## config.mk

```make
export PLATFORM = sky130hd
export DESIGN_NAME = lpc_comparator
export DESIGN_NICKNAME = d
export VERILOG_FILES = /design/src/rtl/lpc_pkg.sv /design/src/rtl/lpc_sync.sv /design/src/rtl/lpc_axil_slave.sv /design/src/rtl/lpc_comparator.sv
export SDC_FILE = /design/constraint.sdc
export NUM_CORES = 1
export LEC_CHECK = 0
export ABC_AREA = 1
export BUFFER_PORTS_ARGS = -buffer_cell sky130_fd_sc_hd__buf_2
export CORE_MARGIN = 2
export CORE_UTILIZATION = 57
export DETAILED_ROUTE_END_ITERATION = 10
export PLACE_DENSITY_LB_ADDON = 0.2
export SYNTH_ARGS = -nofsm -noshare
export SYNTH_HDL_FRONTEND = slang
export SYNTH_SLANG_ARGS = --single-unit
```

## constraint.sdc

```tcl
create_clock -name clk -period 5.45 [get_ports clk]
set_clock_uncertainty 0.05 [all_clocks]
set_input_delay 0.8175 -clock clk [delete_from_list [all_inputs] [get_ports clk]]
set_output_delay 0.8175 -clock clk [all_outputs]
set_load 0.03 [all_outputs]
```

## src/rtl/lpc_pkg.sv

```systemverilog
// Summary of operation
// - Start task begins operation; ready event follows once startup time elapses.
// - Upward crossing sets both the rise flag and the any-crossing flag.
// - Downward crossing sets both the fall flag and the any-crossing flag.
// - Hysteresis moves thresholds half the hysteresis voltage above and below reference.
// - Stop task halts operation; no crossing events until the next start.
// - Sample task captures present comparator output into read-only result register.
// - Hysteresis is off after reset; software sets it before enabling.
// - While enabled, registers keep contents and operation continues through system-off.
// - Waking from system-off returns every register to its reset value.
// - A crossing during system-off raises only wake detect, no event flags.
// - Wake detect source is up, down or any crossing per detect config.
// - Input select picks one of eight analog pins as positive input.
// - External reference select picks one of two pins as reference.
// - Selected pins are claimed when the enable register is set.
// - Shortcuts: ready triggers sample or stop, downward event triggers stop.
// - Internal reference comes from a ladder in sixteenths of supply.
// - Further shortcuts let upward or any-crossing events trigger stop.
// - Detect config encodes 0 any, 1 upward only, 2 downward only.
// - Reference select codes 0-6 eighths, 7 external, 8-15 odd sixteenths; reset 4.
// - Ready event follows start after a startup delay of 140 microseconds.
package lpc_pkg;

  localparam longint CLK_HZ        = 20_000_000;
  localparam longint STARTUP_US    = 140;
  localparam logic [11:0] STARTUP_CYCLES =
    12'((STARTUP_US * CLK_HZ + 64'd999_999) / 64'd1_000_000);

  localparam int ADDR_W = 12;

  localparam logic [11:0] OFF_START   = 12'h000;
  localparam logic [11:0] OFF_STOP    = 12'h004;
  localparam logic [11:0] OFF_SAMPLE  = 12'h008;
  localparam logic [11:0] OFF_READY   = 12'h100;
  localparam logic [11:0] OFF_FALL    = 12'h104;
  localparam logic [11:0] OFF_RISE    = 12'h108;
  localparam logic [11:0] OFF_CROSS   = 12'h10c;
  localparam logic [11:0] OFF_LINKS   = 12'h200;
  localparam logic [11:0] OFF_IEN_SET = 12'h304;
  localparam logic [11:0] OFF_IEN_CLR = 12'h308;
  localparam logic [11:0] OFF_RESULT  = 12'h400;
  localparam logic [11:0] OFF_ENABLE  = 12'h500;
  localparam logic [11:0] OFF_INSEL   = 12'h504;
  localparam logic [11:0] OFF_THRESHOLD_CHOICE  = 12'h508;
  localparam logic [11:0] OFF_EXTREF  = 12'h50c;
  localparam logic [11:0] OFF_DETECT  = 12'h520;
  localparam logic [11:0] OFF_HYSTERESIS_ON    = 12'h538;

  localparam logic [3:0] RST_THRESHOLD_CHOICE = 4'h4;
  localparam logic [3:0] REF_EXTERNAL = 4'h7;

  // Auto task link bit positions
  localparam int LNK_READY_SAMPLE = 0;
  localparam int LNK_READY_STOP   = 1;
  localparam int LNK_DOWN_STOP    = 2;
  localparam int LNK_UP_STOP      = 3;
  localparam int LNK_CROSS_STOP   = 4;

  // Interrupt enable / flag bit positions
  localparam int EV_READY = 0;
  localparam int EV_FALL  = 1;
  localparam int EV_RISE  = 2;
  localparam int EV_CROSS = 3;

  localparam logic [1:0] DET_ANY  = 2'h0;
  localparam logic [1:0] DET_UP   = 2'h1;
  localparam logic [1:0] DET_DOWN = 2'h2;

  localparam logic [1:0] RESP_OKAY   = 2'h0;
  localparam logic [1:0] RESP_SLVERR = 2'h2;

  typedef enum logic [1:0] {
    ST_IDLE = 2'b00,
    ST_WARM = 2'b01,
    ST_RUN  = 2'b11
  } lpc_state_e;

  typedef struct packed {
    logic        en;
    logic [11:0] addr;
    logic [31:0] data;
  } lpc_wr_s;

  typedef struct packed {
    logic       active;
    logic       claim;
    logic       hysteresis_on;
    logic [3:0] threshold_choice;
    logic       useExtRef;
    logic       extRefPin;
    logic [2:0] inSel;
  } lpc_analog_s;

endpackage

```

## src/rtl/lpc_sync.sv

```systemverilog
`timescale 1ns/10ps
module lpc_sync import lpc_pkg::*; #(
  parameter int WIDTH = 1
) (
  input  wire logic             clk,   // System clock
  input  wire logic             rst,   // Synchronous reset
  input  wire logic [WIDTH-1:0] async, // Level from another domain
  output logic      [WIDTH-1:0] sync   // Two-stage synchronised level
);

  logic [WIDTH-1:0] stage1;

  always_ff @(posedge clk) begin
    if (rst) begin
      stage1 <= '0;
      sync   <= '0;
    end else begin
      stage1 <= async;
      sync   <= stage1;
    end
  end

endmodule

```

## src/rtl/lpc_axil_slave.sv

```systemverilog
`timescale 1ns/10ps
module lpc_axil_slave import lpc_pkg::*; (
  input  wire logic              clk,     // System clock
  input  wire logic              rst,     // Synchronous reset
  input  wire logic [ADDR_W-1:0] awaddr,  // Write address
  input  wire logic              awvalid, // Write address valid
  output logic                   awready, // Write address ready
  input  wire logic [31:0]       wdata,   // Write data
  input  wire logic [3:0]        wstrb,   // Write byte strobes
  input  wire logic              wvalid,  // Write data valid
  output logic                   wready,  // Write data ready
  output logic [1:0]             bresp,   // Write response
  output logic                   bvalid,  // Write response valid
  input  wire logic              bready,  // Write response ready
  input  wire logic [ADDR_W-1:0] araddr,  // Read address
  input  wire logic              arvalid, // Read address valid
  output logic                   arready, // Read address ready
  output logic [31:0]            rdata,   // Read data
  output logic [1:0]             rresp,   // Read response
  output logic                   rvalid,  // Read data valid
  input  wire logic              rready,  // Read data ready
  output lpc_wr_s                wr,      // Register write strobe
  input  wire logic              wrErr,   // Write address unmapped
  output logic [ADDR_W-1:0]      rdAddr,  // Read address to decoder
  input  wire logic [31:0]       rdData,  // Decoded read data
  input  wire logic              rdErr    // Read address unmapped
);

  logic              awHeld;
  logic              wHeld;
  logic [ADDR_W-1:0] heldAddr;
  logic [31:0]       heldData;
  logic              heldStrb;

  wire awTake      = awvalid & awready;
  wire wTake       = wvalid & wready;
  wire arTake      = arvalid & arready;
  wire haveAw      = awHeld | awTake;
  wire haveW       = wHeld | wTake;
  wire doWrite     = haveAw & haveW;
  wire next_awHeld = haveAw & ~doWrite;
  wire next_wHeld  = haveW & ~doWrite;
  wire next_bvalid = doWrite | (bvalid & ~bready);
  wire next_rvalid = arTake | (rvalid & ~rready);
  wire strbLow     = wHeld ? heldStrb : wstrb[0];

  // Byte lane 0 carries every field, other lanes are ignored
  assign wr.en   = doWrite & strbLow;
  assign wr.addr = awHeld ? heldAddr : awaddr;
  assign wr.data = wHeld ? heldData : wdata;
  assign rdAddr  = araddr;

  always_ff @(posedge clk) begin
    if (rst) begin
      awHeld   <= 1'b0;
      wHeld    <= 1'b0;
      heldAddr <= '0;
      heldData <= 32'h0;
      heldStrb <= 1'b0;
      awready  <= 1'b0;
      wready   <= 1'b0;
      bvalid   <= 1'b0;
      bresp    <= RESP_OKAY;
      arready  <= 1'b0;
      rvalid   <= 1'b0;
      rdata    <= 32'h0;
      rresp    <= RESP_OKAY;
    end else begin
      awHeld  <= next_awHeld;
      wHeld   <= next_wHeld;
      awready <= ~next_awHeld & ~next_bvalid;
      wready  <= ~next_wHeld & ~next_bvalid;
      bvalid  <= next_bvalid;
      arready <= ~next_rvalid;
      rvalid  <= next_rvalid;
      if (awTake) begin
        heldAddr <= awaddr;
      end
      if (wTake) begin
        heldData <= wdata;
        heldStrb <= wstrb[0];
      end
      if (doWrite) begin
        bresp <= wrErr ? RESP_SLVERR : RESP_OKAY;
      end
      if (arTake) begin
        rdata <= rdErr ? 32'h0 : rdData;
        rresp <= rdErr ? RESP_SLVERR : RESP_OKAY;
      end
    end
  end

endmodule

```

## src/rtl/lpc_comparator.sv

```systemverilog
`timescale 1ns/10ps
module lpc_comparator import lpc_pkg::*; (
  input  wire logic              clk,           // 20 MHz peripheral clock
  input  wire logic              rst,           // Synchronous reset, active high
  input  wire logic [ADDR_W-1:0] s_axi_awaddr,  // Write address
  input  wire logic              s_axi_awvalid, // Write address valid
  output logic                   s_axi_awready, // Write address ready
  input  wire logic [31:0]       s_axi_wdata,   // Write data
  input  wire logic [3:0]        s_axi_wstrb,   // Write byte strobes
  input  wire logic              s_axi_wvalid,  // Write data valid
  output logic                   s_axi_wready,  // Write data ready
  output logic [1:0]             s_axi_bresp,   // Write response
  output logic                   s_axi_bvalid,  // Write response valid
  input  wire logic              s_axi_bready,  // Write response ready
  input  wire logic [ADDR_W-1:0] s_axi_araddr,  // Read address
  input  wire logic              s_axi_arvalid, // Read address valid
  output logic                   s_axi_arready, // Read address ready
  output logic [31:0]            s_axi_rdata,   // Read data
  output logic [1:0]             s_axi_rresp,   // Read response
  output logic                   s_axi_rvalid,  // Read data valid
  input  wire logic              s_axi_rready,  // Read data ready
  input  wire logic              compOut,       // Analog core decision, asynchronous
  input  wire logic              sysOff,        // System-off mode level
  input  wire logic              wakeFromOff,   // Wake from system-off pulse
  output lpc_analog_s            analogCfg,     // Settings to analog core
  output logic                   wakeDetect,    // Wake request to power control
  output logic                   irq            // Interrupt request
);

  lpc_wr_s           wr;
  logic [ADDR_W-1:0] rdAddr;
  logic [31:0]       rdData;
  logic              rdErr;
  logic              wrErr;
  logic              compSync;

  lpc_axil_slave u_bus (
    .clk     (clk),
    .rst     (rst),
    .awaddr  (s_axi_awaddr),
    .awvalid (s_axi_awvalid),
    .awready (s_axi_awready),
    .wdata   (s_axi_wdata),
    .wstrb   (s_axi_wstrb),
    .wvalid  (s_axi_wvalid),
    .wready  (s_axi_wready),
    .bresp   (s_axi_bresp),
    .bvalid  (s_axi_bvalid),
    .bready  (s_axi_bready),
    .araddr  (s_axi_araddr),
    .arvalid (s_axi_arvalid),
    .arready (s_axi_arready),
    .rdata   (s_axi_rdata),
    .rresp   (s_axi_rresp),
    .rvalid  (s_axi_rvalid),
    .rready  (s_axi_rready),
    .wr      (wr),
    .wrErr   (wrErr),
    .rdAddr  (rdAddr),
    .rdData  (rdData),
    .rdErr   (rdErr)
  );

  lpc_sync #(.WIDTH(1)) u_compSync (
    .clk   (clk),
    .rst   (rst),
    .async (compOut),
    .sync  (compSync)
  );

  // Register state
  lpc_state_e  state;
  logic [11:0] warmCnt;
  logic        prevComp;
  logic        readyFlag;
  logic        fallFlag;
  logic        riseFlag;
  logic        crossFlag;
  logic [4:0]  links;
  logic [3:0]  irqEn;
  logic        result;
  logic        enable;
  logic [2:0]  inSel;
  logic [3:0]  threshold_choice;
  logic        extRef;
  logic [1:0]  detectCfg;
  logic        hysteresis_on;

  // Wake from system-off restores every reset value
  wire regReset = rst | wakeFromOff;

  // Write decode
  wire wrStart  = wr.en & (wr.addr == OFF_START);
  wire wrStop   = wr.en & (wr.addr == OFF_STOP);
  wire wrSample = wr.en & (wr.addr == OFF_SAMPLE);
  wire wrReady  = wr.en & (wr.addr == OFF_READY);
  wire wrFall   = wr.en & (wr.addr == OFF_FALL);
  wire wrRise   = wr.en & (wr.addr == OFF_RISE);
  wire wrCross  = wr.en & (wr.addr == OFF_CROSS);
  wire wrLinks  = wr.en & (wr.addr == OFF_LINKS);
  wire wrIenSet = wr.en & (wr.addr == OFF_IEN_SET);
  wire wrIenClr = wr.en & (wr.addr == OFF_IEN_CLR);
  wire wrEnable = wr.en & (wr.addr == OFF_ENABLE);
  wire wrInSel  = wr.en & (wr.addr == OFF_INSEL);
  wire wrRefSel = wr.en & (wr.addr == OFF_THRESHOLD_CHOICE);
  wire wrExtRef = wr.en & (wr.addr == OFF_EXTREF);
  wire wrDetect = wr.en & (wr.addr == OFF_DETECT);
  wire wrHyst   = wr.en & (wr.addr == OFF_HYSTERESIS_ON);

  // Tasks are one-cycle strobes and hold no storage
  wire taskStart  = wrStart & wr.data[0];
  wire taskStop   = wrStop & wr.data[0];
  wire taskSample = wrSample & wr.data[0];

  // Read decode
  wire hitStart  = (rdAddr == OFF_START);
  wire hitStop   = (rdAddr == OFF_STOP);
  wire hitSample = (rdAddr == OFF_SAMPLE);
  wire hitReady  = (rdAddr == OFF_READY);
  wire hitFall   = (rdAddr == OFF_FALL);
  wire hitRise   = (rdAddr == OFF_RISE);
  wire hitCross  = (rdAddr == OFF_CROSS);
  wire hitLinks  = (rdAddr == OFF_LINKS);
  wire hitIenSet = (rdAddr == OFF_IEN_SET);
  wire hitIenClr = (rdAddr == OFF_IEN_CLR);
  wire hitResult = (rdAddr == OFF_RESULT);
  wire hitEnable = (rdAddr == OFF_ENABLE);
  wire hitInSel  = (rdAddr == OFF_INSEL);
  wire hitRefSel = (rdAddr == OFF_THRESHOLD_CHOICE);
  wire hitExtRef = (rdAddr == OFF_EXTREF);
  wire hitDetect = (rdAddr == OFF_DETECT);
  wire hitHyst   = (rdAddr == OFF_HYSTERESIS_ON);

  wire rdHit = hitStart | hitStop | hitSample | hitReady | hitFall | hitRise
             | hitCross | hitLinks | hitIenSet | hitIenClr | hitResult
             | hitEnable | hitInSel | hitRefSel | hitExtRef | hitDetect | hitHyst;

  wire wrHit = wrStart | wrStop | wrSample | wrReady | wrFall | wrRise | wrCross
             | wrLinks | wrIenSet | wrIenClr | wrEnable | wrInSel | wrRefSel
             | wrExtRef | wrDetect | wrHyst;

  assign rdErr = ~rdHit;
  // Result register is read-only; a write there is ignored but answered OKAY
  assign wrErr = wr.en & ~wrHit & (wr.addr != OFF_RESULT);

  // Task offsets read back as zero
  assign rdData = ({32{hitReady}}  & {31'h0, readyFlag})
                | ({32{hitFall}}   & {31'h0, fallFlag})
                | ({32{hitRise}}   & {31'h0, riseFlag})
                | ({32{hitCross}}  & {31'h0, crossFlag})
                | ({32{hitLinks}}  & {27'h0, links})
                | ({32{hitIenSet | hitIenClr}} & {28'h0, irqEn})
                | ({32{hitResult}} & {31'h0, result})
                | ({32{hitEnable}} & {31'h0, enable})
                | ({32{hitInSel}}  & {29'h0, inSel})
                | ({32{hitRefSel}} & {28'h0, threshold_choice})
                | ({32{hitExtRef}} & {31'h0, extRef})
                | ({32{hitDetect}} & {30'h0, detectCfg})
                | ({32{hitHyst}}   & {31'h0, hysteresis_on});

  // Sequencer
  wire isRun     = (state == ST_RUN);
  wire isWarm    = (state == ST_WARM);
  wire warmDone  = isWarm & (warmCnt == STARTUP_CYCLES - 12'h1);
  wire readyEvt  = warmDone & ~sysOff;

  // Crossings are only seen once running; stop halts them
  wire upCross   = isRun & compSync & ~prevComp;
  wire downCross = isRun & ~compSync & prevComp;

  // In system-off a crossing feeds wake detect only
  wire evtUp     = upCross & ~sysOff;
  wire evtDown   = downCross & ~sysOff;
  wire evtAny    = evtUp | evtDown;

  wire detSel    = (detectCfg == DET_ANY)  ? (upCross | downCross)
                 : (detectCfg == DET_UP)   ? upCross
                 : (detectCfg == DET_DOWN) ? downCross
                 : 1'b0;
  wire wakeHit   = sysOff & detSel;

  wire linkSample = readyEvt & links[LNK_READY_SAMPLE];
  wire linkStop   = (readyEvt & links[LNK_READY_STOP])
                  | (evtDown & links[LNK_DOWN_STOP])
                  | (evtUp & links[LNK_UP_STOP])
                  | (evtAny & links[LNK_CROSS_STOP]);

  wire doStop    = taskStop | linkStop;
  wire doStart   = taskStart & enable;
  wire doSample  = taskSample | linkSample;

  // Stop or a cleared enable overrides every other move
  lpc_state_e next_state;
  always_comb begin
    case (state)
      ST_IDLE: begin
        next_state = doStart ? ST_WARM : ST_IDLE;
      end
      ST_WARM: begin
        if (doStart | ~warmDone) begin
          next_state = ST_WARM;
        end else begin
          next_state = ST_RUN;
        end
      end
      ST_RUN: begin
        next_state = doStart ? ST_WARM : ST_RUN;
      end
      default: begin
        next_state = ST_IDLE;
      end
    endcase
    if (~enable | doStop) begin
      next_state = ST_IDLE;
    end
  end

  // Hardware set wins over a software clear in the same cycle
  wire next_readyFlag = readyEvt | (wrReady ? wr.data[0] : readyFlag);
  wire next_fallFlag  = evtDown | (wrFall ? wr.data[0] : fallFlag);
  wire next_riseFlag  = evtUp | (wrRise ? wr.data[0] : riseFlag);
  wire next_crossFlag = evtAny | (wrCross ? wr.data[0] : crossFlag);

  wire [3:0] next_irqEn = wrIenSet ? (irqEn | wr.data[3:0])
                        : wrIenClr ? (irqEn & ~wr.data[3:0])
                        : irqEn;

  always_ff @(posedge clk) begin
    if (regReset) begin
      state   <= ST_IDLE;
      warmCnt <= 12'h0;
    end else begin
      state   <= next_state;
      warmCnt <= (isWarm && next_state == ST_WARM && !doStart) ? warmCnt + 12'h1 : 12'h0;
    end
  end

  always_ff @(posedge clk) begin
    if (regReset) begin
      prevComp <= 1'b0;
      result   <= 1'b0;
    end else begin
      prevComp <= compSync;
      if (doSample) begin
        result <= compSync;
      end
    end
  end

  // Reset, a wake or a software write clears these; system-off alone does not
  always_ff @(posedge clk) begin
    if (regReset) begin
      readyFlag <= 1'b0;
      fallFlag  <= 1'b0;
      riseFlag  <= 1'b0;
      crossFlag <= 1'b0;
      irqEn     <= 4'h0;
    end else begin
      readyFlag <= next_readyFlag;
      fallFlag  <= next_fallFlag;
      riseFlag  <= next_riseFlag;
      crossFlag <= next_crossFlag;
      irqEn     <= next_irqEn;
    end
  end

  // Request follows the flags on the edge that sets them
  always_ff @(posedge clk) begin
    if (regReset) begin
      irq <= 1'b0;
    end else begin
      irq <= |({next_crossFlag, next_riseFlag, next_fallFlag, next_readyFlag}
               & next_irqEn);
    end
  end

  always_ff @(posedge clk) begin
    if (regReset) begin
      links     <= 5'h00;
      enable    <= 1'b0;
      inSel     <= 3'h0;
      threshold_choice    <= RST_THRESHOLD_CHOICE;
      extRef    <= 1'b0;
      detectCfg <= DET_ANY;
      hysteresis_on      <= 1'b0;
    end else begin
      if (wrLinks) begin
        links <= wr.data[4:0];
      end
      if (wrEnable) begin
        enable <= wr.data[0];
      end
      if (wrInSel) begin
        inSel <= wr.data[2:0];
      end
      if (wrRefSel) begin
        threshold_choice <= wr.data[3:0];
      end
      if (wrExtRef) begin
        extRef <= wr.data[0];
      end
      if (wrDetect) begin
        detectCfg <= wr.data[1:0];
      end
      if (wrHyst) begin
        hysteresis_on <= wr.data[0];
      end
    end
  end

  // Held until the wake clears it
  always_ff @(posedge clk) begin
    if (regReset) begin
      wakeDetect <= 1'b0;
    end else if (wakeHit) begin
      wakeDetect <= 1'b1;
    end
  end

  // Analog core runs whenever started, whether system-on or system-off
  always_ff @(posedge clk) begin
    if (regReset) begin
      analogCfg.active    <= 1'b0;
      analogCfg.claim     <= 1'b0;
      analogCfg.hysteresis_on      <= 1'b0;
      analogCfg.threshold_choice    <= RST_THRESHOLD_CHOICE;
      analogCfg.useExtRef <= 1'b0;
      analogCfg.extRefPin <= 1'b0;
      analogCfg.inSel     <= 3'h0;
    end else begin
      analogCfg.active    <= (next_state != ST_IDLE);
      analogCfg.claim     <= enable;
      analogCfg.hysteresis_on      <= hysteresis_on;
      analogCfg.threshold_choice    <= threshold_choice;
      analogCfg.useExtRef <= (threshold_choice == REF_EXTERNAL);
      analogCfg.extRefPin <= extRef;
      analogCfg.inSel     <= inSel;
    end
  end

endmodule

```

; Word level (Yosys, flattened, before mapping)
; Index checks and enable logic that the tools add are counted.
[word_totals]
ramBits = 0
latch_bits = 0
output_inout_bits = 55
ff_bits = 118
wordCells = 250
rom_bits = 0
mem_count = 0
[op_classes]
eq_ne = 39
div = 0
add_sub_neg = 1
n_reduce_logical = 10
bitwise_logic = 140
shifts = 0
mul = 0
order_cmp = 0
muxes = 20
[ops]
columns = op, n
row1 = OR 32 bit, 12
row2 = bitwise AND 32 x 1 -> 32 bit, 8
row3 = equality test 12 x 11 -> 1 bit (second input constant), 13
row4 = equality test 12 x 9 -> 1 bit (second input constant), 8
row5 = equality test 12 x 10 -> 1 bit (second input constant), 6
row6 = bitwise AND 32 x 4 -> 32 bit, 2
row7 = OR 1 bit, 50
row8 = bitwise AND 1 bit, 47
row9 = bitwise AND 32 x 2 -> 32 bit, 1
row10 = bitwise AND 32 x 3 -> 32 bit, 1
row11 = bitwise AND 32 x 5 -> 32 bit, 1
row12 = 2-to-1 mux 32 bit, 1
row13 = equality test 12 x 3 -> 1 bit (second input constant), 2
row14 = equality test 12 x 4 -> 1 bit (second input constant), 2
row15 = logical NOT 12 bit, 2
row16 = inverter 1 bit, 14
row17 = adder 12 x 1 -> 12 bit (second input constant), 1
row18 = equality test 12 bit (second input constant), 1
row19 = 2-to-1 mux 12 bit, 1
row20 = inequality test 12 x 11 -> 1 bit (second input constant), 1
row21 = 2-to-1 mux 2 bit, 5
row22 = 2-to-1 mux 1 bit, 9
row23 = bitwise AND 4 bit, 2
row24 = 2-to-1 mux 4 bit, 2
row25 = other kinds (13), 18

; Depth between registers and ports, before layout
[logic_depth]
ltp_word = 24
depth_mapped = 15
ltp_nobuf = 15

; Modules after synthesis
; A second synthesis with hierarchy kept.
[unflattened]
cells_unflattened = 980
area_unflattened_um2 = 6774.0
[modules_own_cells]
columns = module, n_inst, area_each_um2, cells_each
row1 = lpc_axil_slave, 1, 3636.0, 534
row2 = lpc_comparator, 1, 3083.0, 440
row3 = lpc_sync, 1, 55.1, 6

; Worst setup path before layout
; OpenSTA, ideal clock, no wires.
[synth_path]
path_kind = in2reg
from = in s_axi_wvalid
to = reg warmCnt[5]
stages = 11
setup_ns = 0.062
t_required_ns = 5.338
path_slack_ns = 3.313
arrival_time_ns = 2.025
path_cell_list = nand2_1 > nand2_2 > nand2_2 > inv_2 > nand2_4 > nor2_4 > nand4_2 > o21bai_2 > nand3_2 > buf_6 > nor2_2
[synth_between]
elab_chain_cells = 16
[synth_lines]
columns = element, line
row1 = from (decl), lpc_comparator.sv:10  ; input wire logic s_axi_wvalid,
row2 = bitwise AND 1 bit (*), lpc_axil_slave.sv:36  ; wire wTake = wvalid & wready;
row3 = OR 1 bit (*), lpc_axil_slave.sv:39  ; wire haveW = wHeld | wTake;
row4 = bitwise AND 1 bit (*), lpc_axil_slave.sv:40  ; wire doWrite = haveAw & haveW;
row5 = bitwise AND 1 bit (*), lpc_axil_slave.sv:48  ; assign wr.en = doWrite & strbLow;
row6 = bitwise AND 1 bit, lpc_comparator.sv:93  ; wire wrStart = wr.en & (wr.addr == OFF_START);
row7 = bitwise AND 1 bit, lpc_comparator.sv:111  ; wire taskStart = wrStart & wr.data[0];
row8 = bitwise AND 1 bit, lpc_comparator.sv:189  ; wire doStart = taskStart & enable;
row9 = OR 1 bit, lpc_comparator.sv:200  ; if (doStart | ~warmDone) begin
row10 = 2-to-1 mux 2 bit, lpc_comparator.sv:200
row11 = one-hot mux 2 bit (3 select lines), lpc_comparator.sv:195  ; case (state)
row12 = 2-to-1 mux 2 bit, lpc_comparator.sv:213  ; if (~enable | doStop) begin
row13 = equality test 2 x 1 -> 1 bit, lpc_comparator.sv:234  ; warmCnt <= (isWarm && next_state == ST_WARM && !doStart) ? warmCnt + 12'h1 : 12'h0;
row14 = logical AND 1 bit, lpc_comparator.sv:234
row15 = logical AND 1 bit (*), lpc_comparator.sv:234
row16 = inverter 1 bit (no source line) (*), --
row17 = OR reduction 2 bit (no source line) (*), --
row18 = to (signal assigned), lpc_comparator.sv:234
row19 = to (decl), lpc_comparator.sv:73  ; logic [11:0] warmCnt;
; Every way passes the cells marked *; elsewhere a longest branch is shown, timed or not.
; A chain may end at the register's enable or synchronous reset.

; Worst setup path after layout
[layout_path]
from = reg u_bus.awHeld
to = reg irq
[layout_between]
elab_chain_cells = 8
[layout_lines]
columns = element, line
row1 = from (decl), lpc_axil_slave.sv:29  ; logic awHeld;
row2 = from (signal assigned), lpc_axil_slave.sv:69  ; awHeld <= next_awHeld;
row3 = "parallel branches: the longest is 6 deep, another holds 2-to-1 mux 12 bit", --
row4 = bitwise AND 4 bit (*), lpc_comparator.sv:273  ; & next_irqEn);
row5 = OR reduction 4 bit (*), lpc_comparator.sv:272  ; irq <= |({next_crossFlag, next_riseFlag, next_fallFlag, next_readyFlag}
row6 = to (signal assigned), lpc_comparator.sv:272
row7 = to (decl), lpc_comparator.sv:27  ; output logic irq
; Mark *: on every way between the ends.

==> impl_metrics.ini <==
[status]
status = finished clean

[timing]
tns_ns = 0
finalCritPeriodShare = 0.524
whs_ns = 0.376
tightestPinTransition_ns = 0.774
worst_slack_ns = 2.60
drv_slew = 0
hold_viol = 0
fin_crit_ns = 2.85
slew_headroom = 0.482
fmax_ghz = 0.350
rsz0062_at_grt = false
setup_violations = 0

[critical_path]
slowest_stage = dfxtp_1
cp.depth = 13
startpoint_type = flop
setup.worst_path.class = reg -> reg
max_stage_delay_ns = 0.67
worstSetupEndpointType = flop
cp_max_fo = 14
crit_top_cell = nand2_1
path_delay_family = simple AND/OR/NAND/NOR gates
reg2reg_from = u_bus.awHeld$_SDFF_PP0_
crit_chain = inv_2 > nand2_1 > nand2_1 > inv_1 > nand3_1 > nor2_1 > nand2_1 > nand2_1 > nand3_1 > nand2_1 > nand2_1 > nor2_1 > nor2_1
crit_start = u_bus.awHeld$_SDFF_PP0_
cp.required_ns = 5.63
r2r_cells = 13
worstPathArrival_ns = 3.03
path_buf_inv = 2

[clock_tree]
ctsResizeCount = 0
cts_buffers = 9
hold_buffers = 0
cts_setup_buffers = 0
cts_tree = built
cts.sink_count = 89
ctsHtreeMaxLevel = 3
root_buffer = clkbuf_8
clockBufferDepth = 2
path_clk_slew_ns = 0.09
clk_latency_ns = 0.36

[yosys]
syn-instance-count = 656
synth_edf_count = 0
synth-seq-area-share = 0.395
ys_top_cells_by_area = dfxtp_1 (40%), nand2_1 (12%), nor2_1 (7.3%)
synth_top_area_share = 0.395
yosys_warnings = 0
synth_area_leader_cell = dfxtp_1
syn_avg_cell_area_um2 = 6.87
synth_ff_type = dfxtp_1
async_flop_share = 0
synthesis.area_um2 = 4510
synthDistinctLibCells = 39
synth-seq-cells = 89

[min_path]
hp-start = u_compSync.stage1$_SDFF_PP0_
hold_class = reg -> reg
hold_depth = 2

[route]
firstDrtPassIters = 5
routedWlPerCell_um = 12.3
drt-total-wl_um = 10200
vias = 4242
drc = 0
avgViaCountPerCell = 5.14
ant_nets = 0
drt_iter0_markers = 299

[floorplan]
dieArea_um2 = 8640
core_region_area_um2 = 7690
io_pins = 125
die_w_um = 92.9
rows = 32
die_y_um = 92.9
initial_core_util = 0.587

[global_route]
globalRouteOverflowTotal = 0
grt_pass1_vias = 3925
antenna_found_initial = 0
grt_max_degree = 25
grt_util_all_layers = 0.247
grt_pass1_wl_um = 17000

[placement]
gp_congestion = 0.943
place_ws_ns = 2.54
dp_hpwl_um = 7720
port-buffer-count = 65

[run]
cap_violations = 0

[power]
p_per_area_nw_per_um2 = 270
p_leak_nw = 2.27
vdd_drop_max_mv = 0.175
finalPower_mw = 1.35

[finish]
drive_above_1_share = 0.170
final_common_cell = nand2_1
mostFrequentLayoutCells = nand2_1 (147), dfxtp_1 (89), nor2_1 (88), inv_1 (73), buf_2 (65)
insertedDiodeCount = 0
fin_nets = 790
area_delta_synth_final_pct = 11.4
[sequential cells by signal, indices dropped and copies added (netlist names), 2 cells and up]
name and cells:
links 5, warmCnt 12, u_bus.rdata 5, detectCfg 2, u_bus.heldData 5, irqEn 4
analogCfg 12, threshold_choice 4, u_bus.heldAddr 12, inSel 3, state 2
[routing by layer]
layer / part of all wire / vias to the layer above / GRT usage
met1: 0.46 / 1895 / 0.324
met3: 0.057 / 21 / 0.0366
met4: 0.019 / 0 / 0.0993
met5: 0 / - / 0
li1: - / 2159 / -
met2: 0.46 / 167 / 0.407
[path summary, 6_finish.rpt]
check	endpoint	slack (ns)
hold reg to reg	u_compSync.sync$_SDFF_PP0_	0.38
hold / removal	u_compSync.sync$_SDFF_PP0_	0.38
setup reg to reg	irq$_SDFF_PP0_	2.60
setup / recovery	irq$_SDFF_PP0_	2.60
[synth_stat cells (3+ instances only)]
master and count:
nor2_4 6, xor2_1 6, o21ai_0 45, nand4_1 12, inv_2 3, nand3_1 46, nand2_2 10, clkbuf_1 10
nor2_2 13, dfxtp_1 89, buf_4 30, nor2_1 88, nor3_1 10, xnor2_1 4, a21oi_1 35, inv_1 73
nand2_1 147
[cell type report]
| cell class | count | area, µm² |
|---|---|---|
| fill | 703 | 2660 |
| timing repair buffer | 66 | 333 |
| tap | 102 | 128 |
| inverter | 77 | 289 |
| multi-input combinational | 476 | 2260 |
| sequential | 89 | 1780 |
| clock inverter | 6 | 97.6 |
| clock buffer | 10 | 138 |
[per-stage QoR]
step                 util  std cells  instance area (µm²)
floorplan               -        684                 4610
global placement    0.623        810                 4790
detailed placement  0.623        810                 4790
CTS                 0.654        826                 5020
global route        0.654        826                 5020
finish              0.654        826                 5020
[power breakdown]
group          internal [mW]  leakage, nW  total, mW  switching (mW)
logic                 0.0391         1.43      0.153           0.114
registers              0.666        0.722      0.676         0.00989
clock network          0.277        0.119      0.526           0.249
total                  0.982         2.27       1.35           0.372
[worst min-delay path, stage by stage (launching register included)]
cell	delay [ns]
dfxtp_1	0.31
inv_1	0.05
nor2_1	0.03
[logic make-up after synthesis]
kind of cell,after synthesis,synth area share
AOI/OAI and AO/OA,90,0.106
xor gates and xnor gates,10,0.0194
adders and majority gates,1,0.00277
buffers and inverters,119,0.127
DFF,89,0.395
other,1,0.000832
and+or+nand+nor,346,0.348
Power figures use the tool's default switching activity.
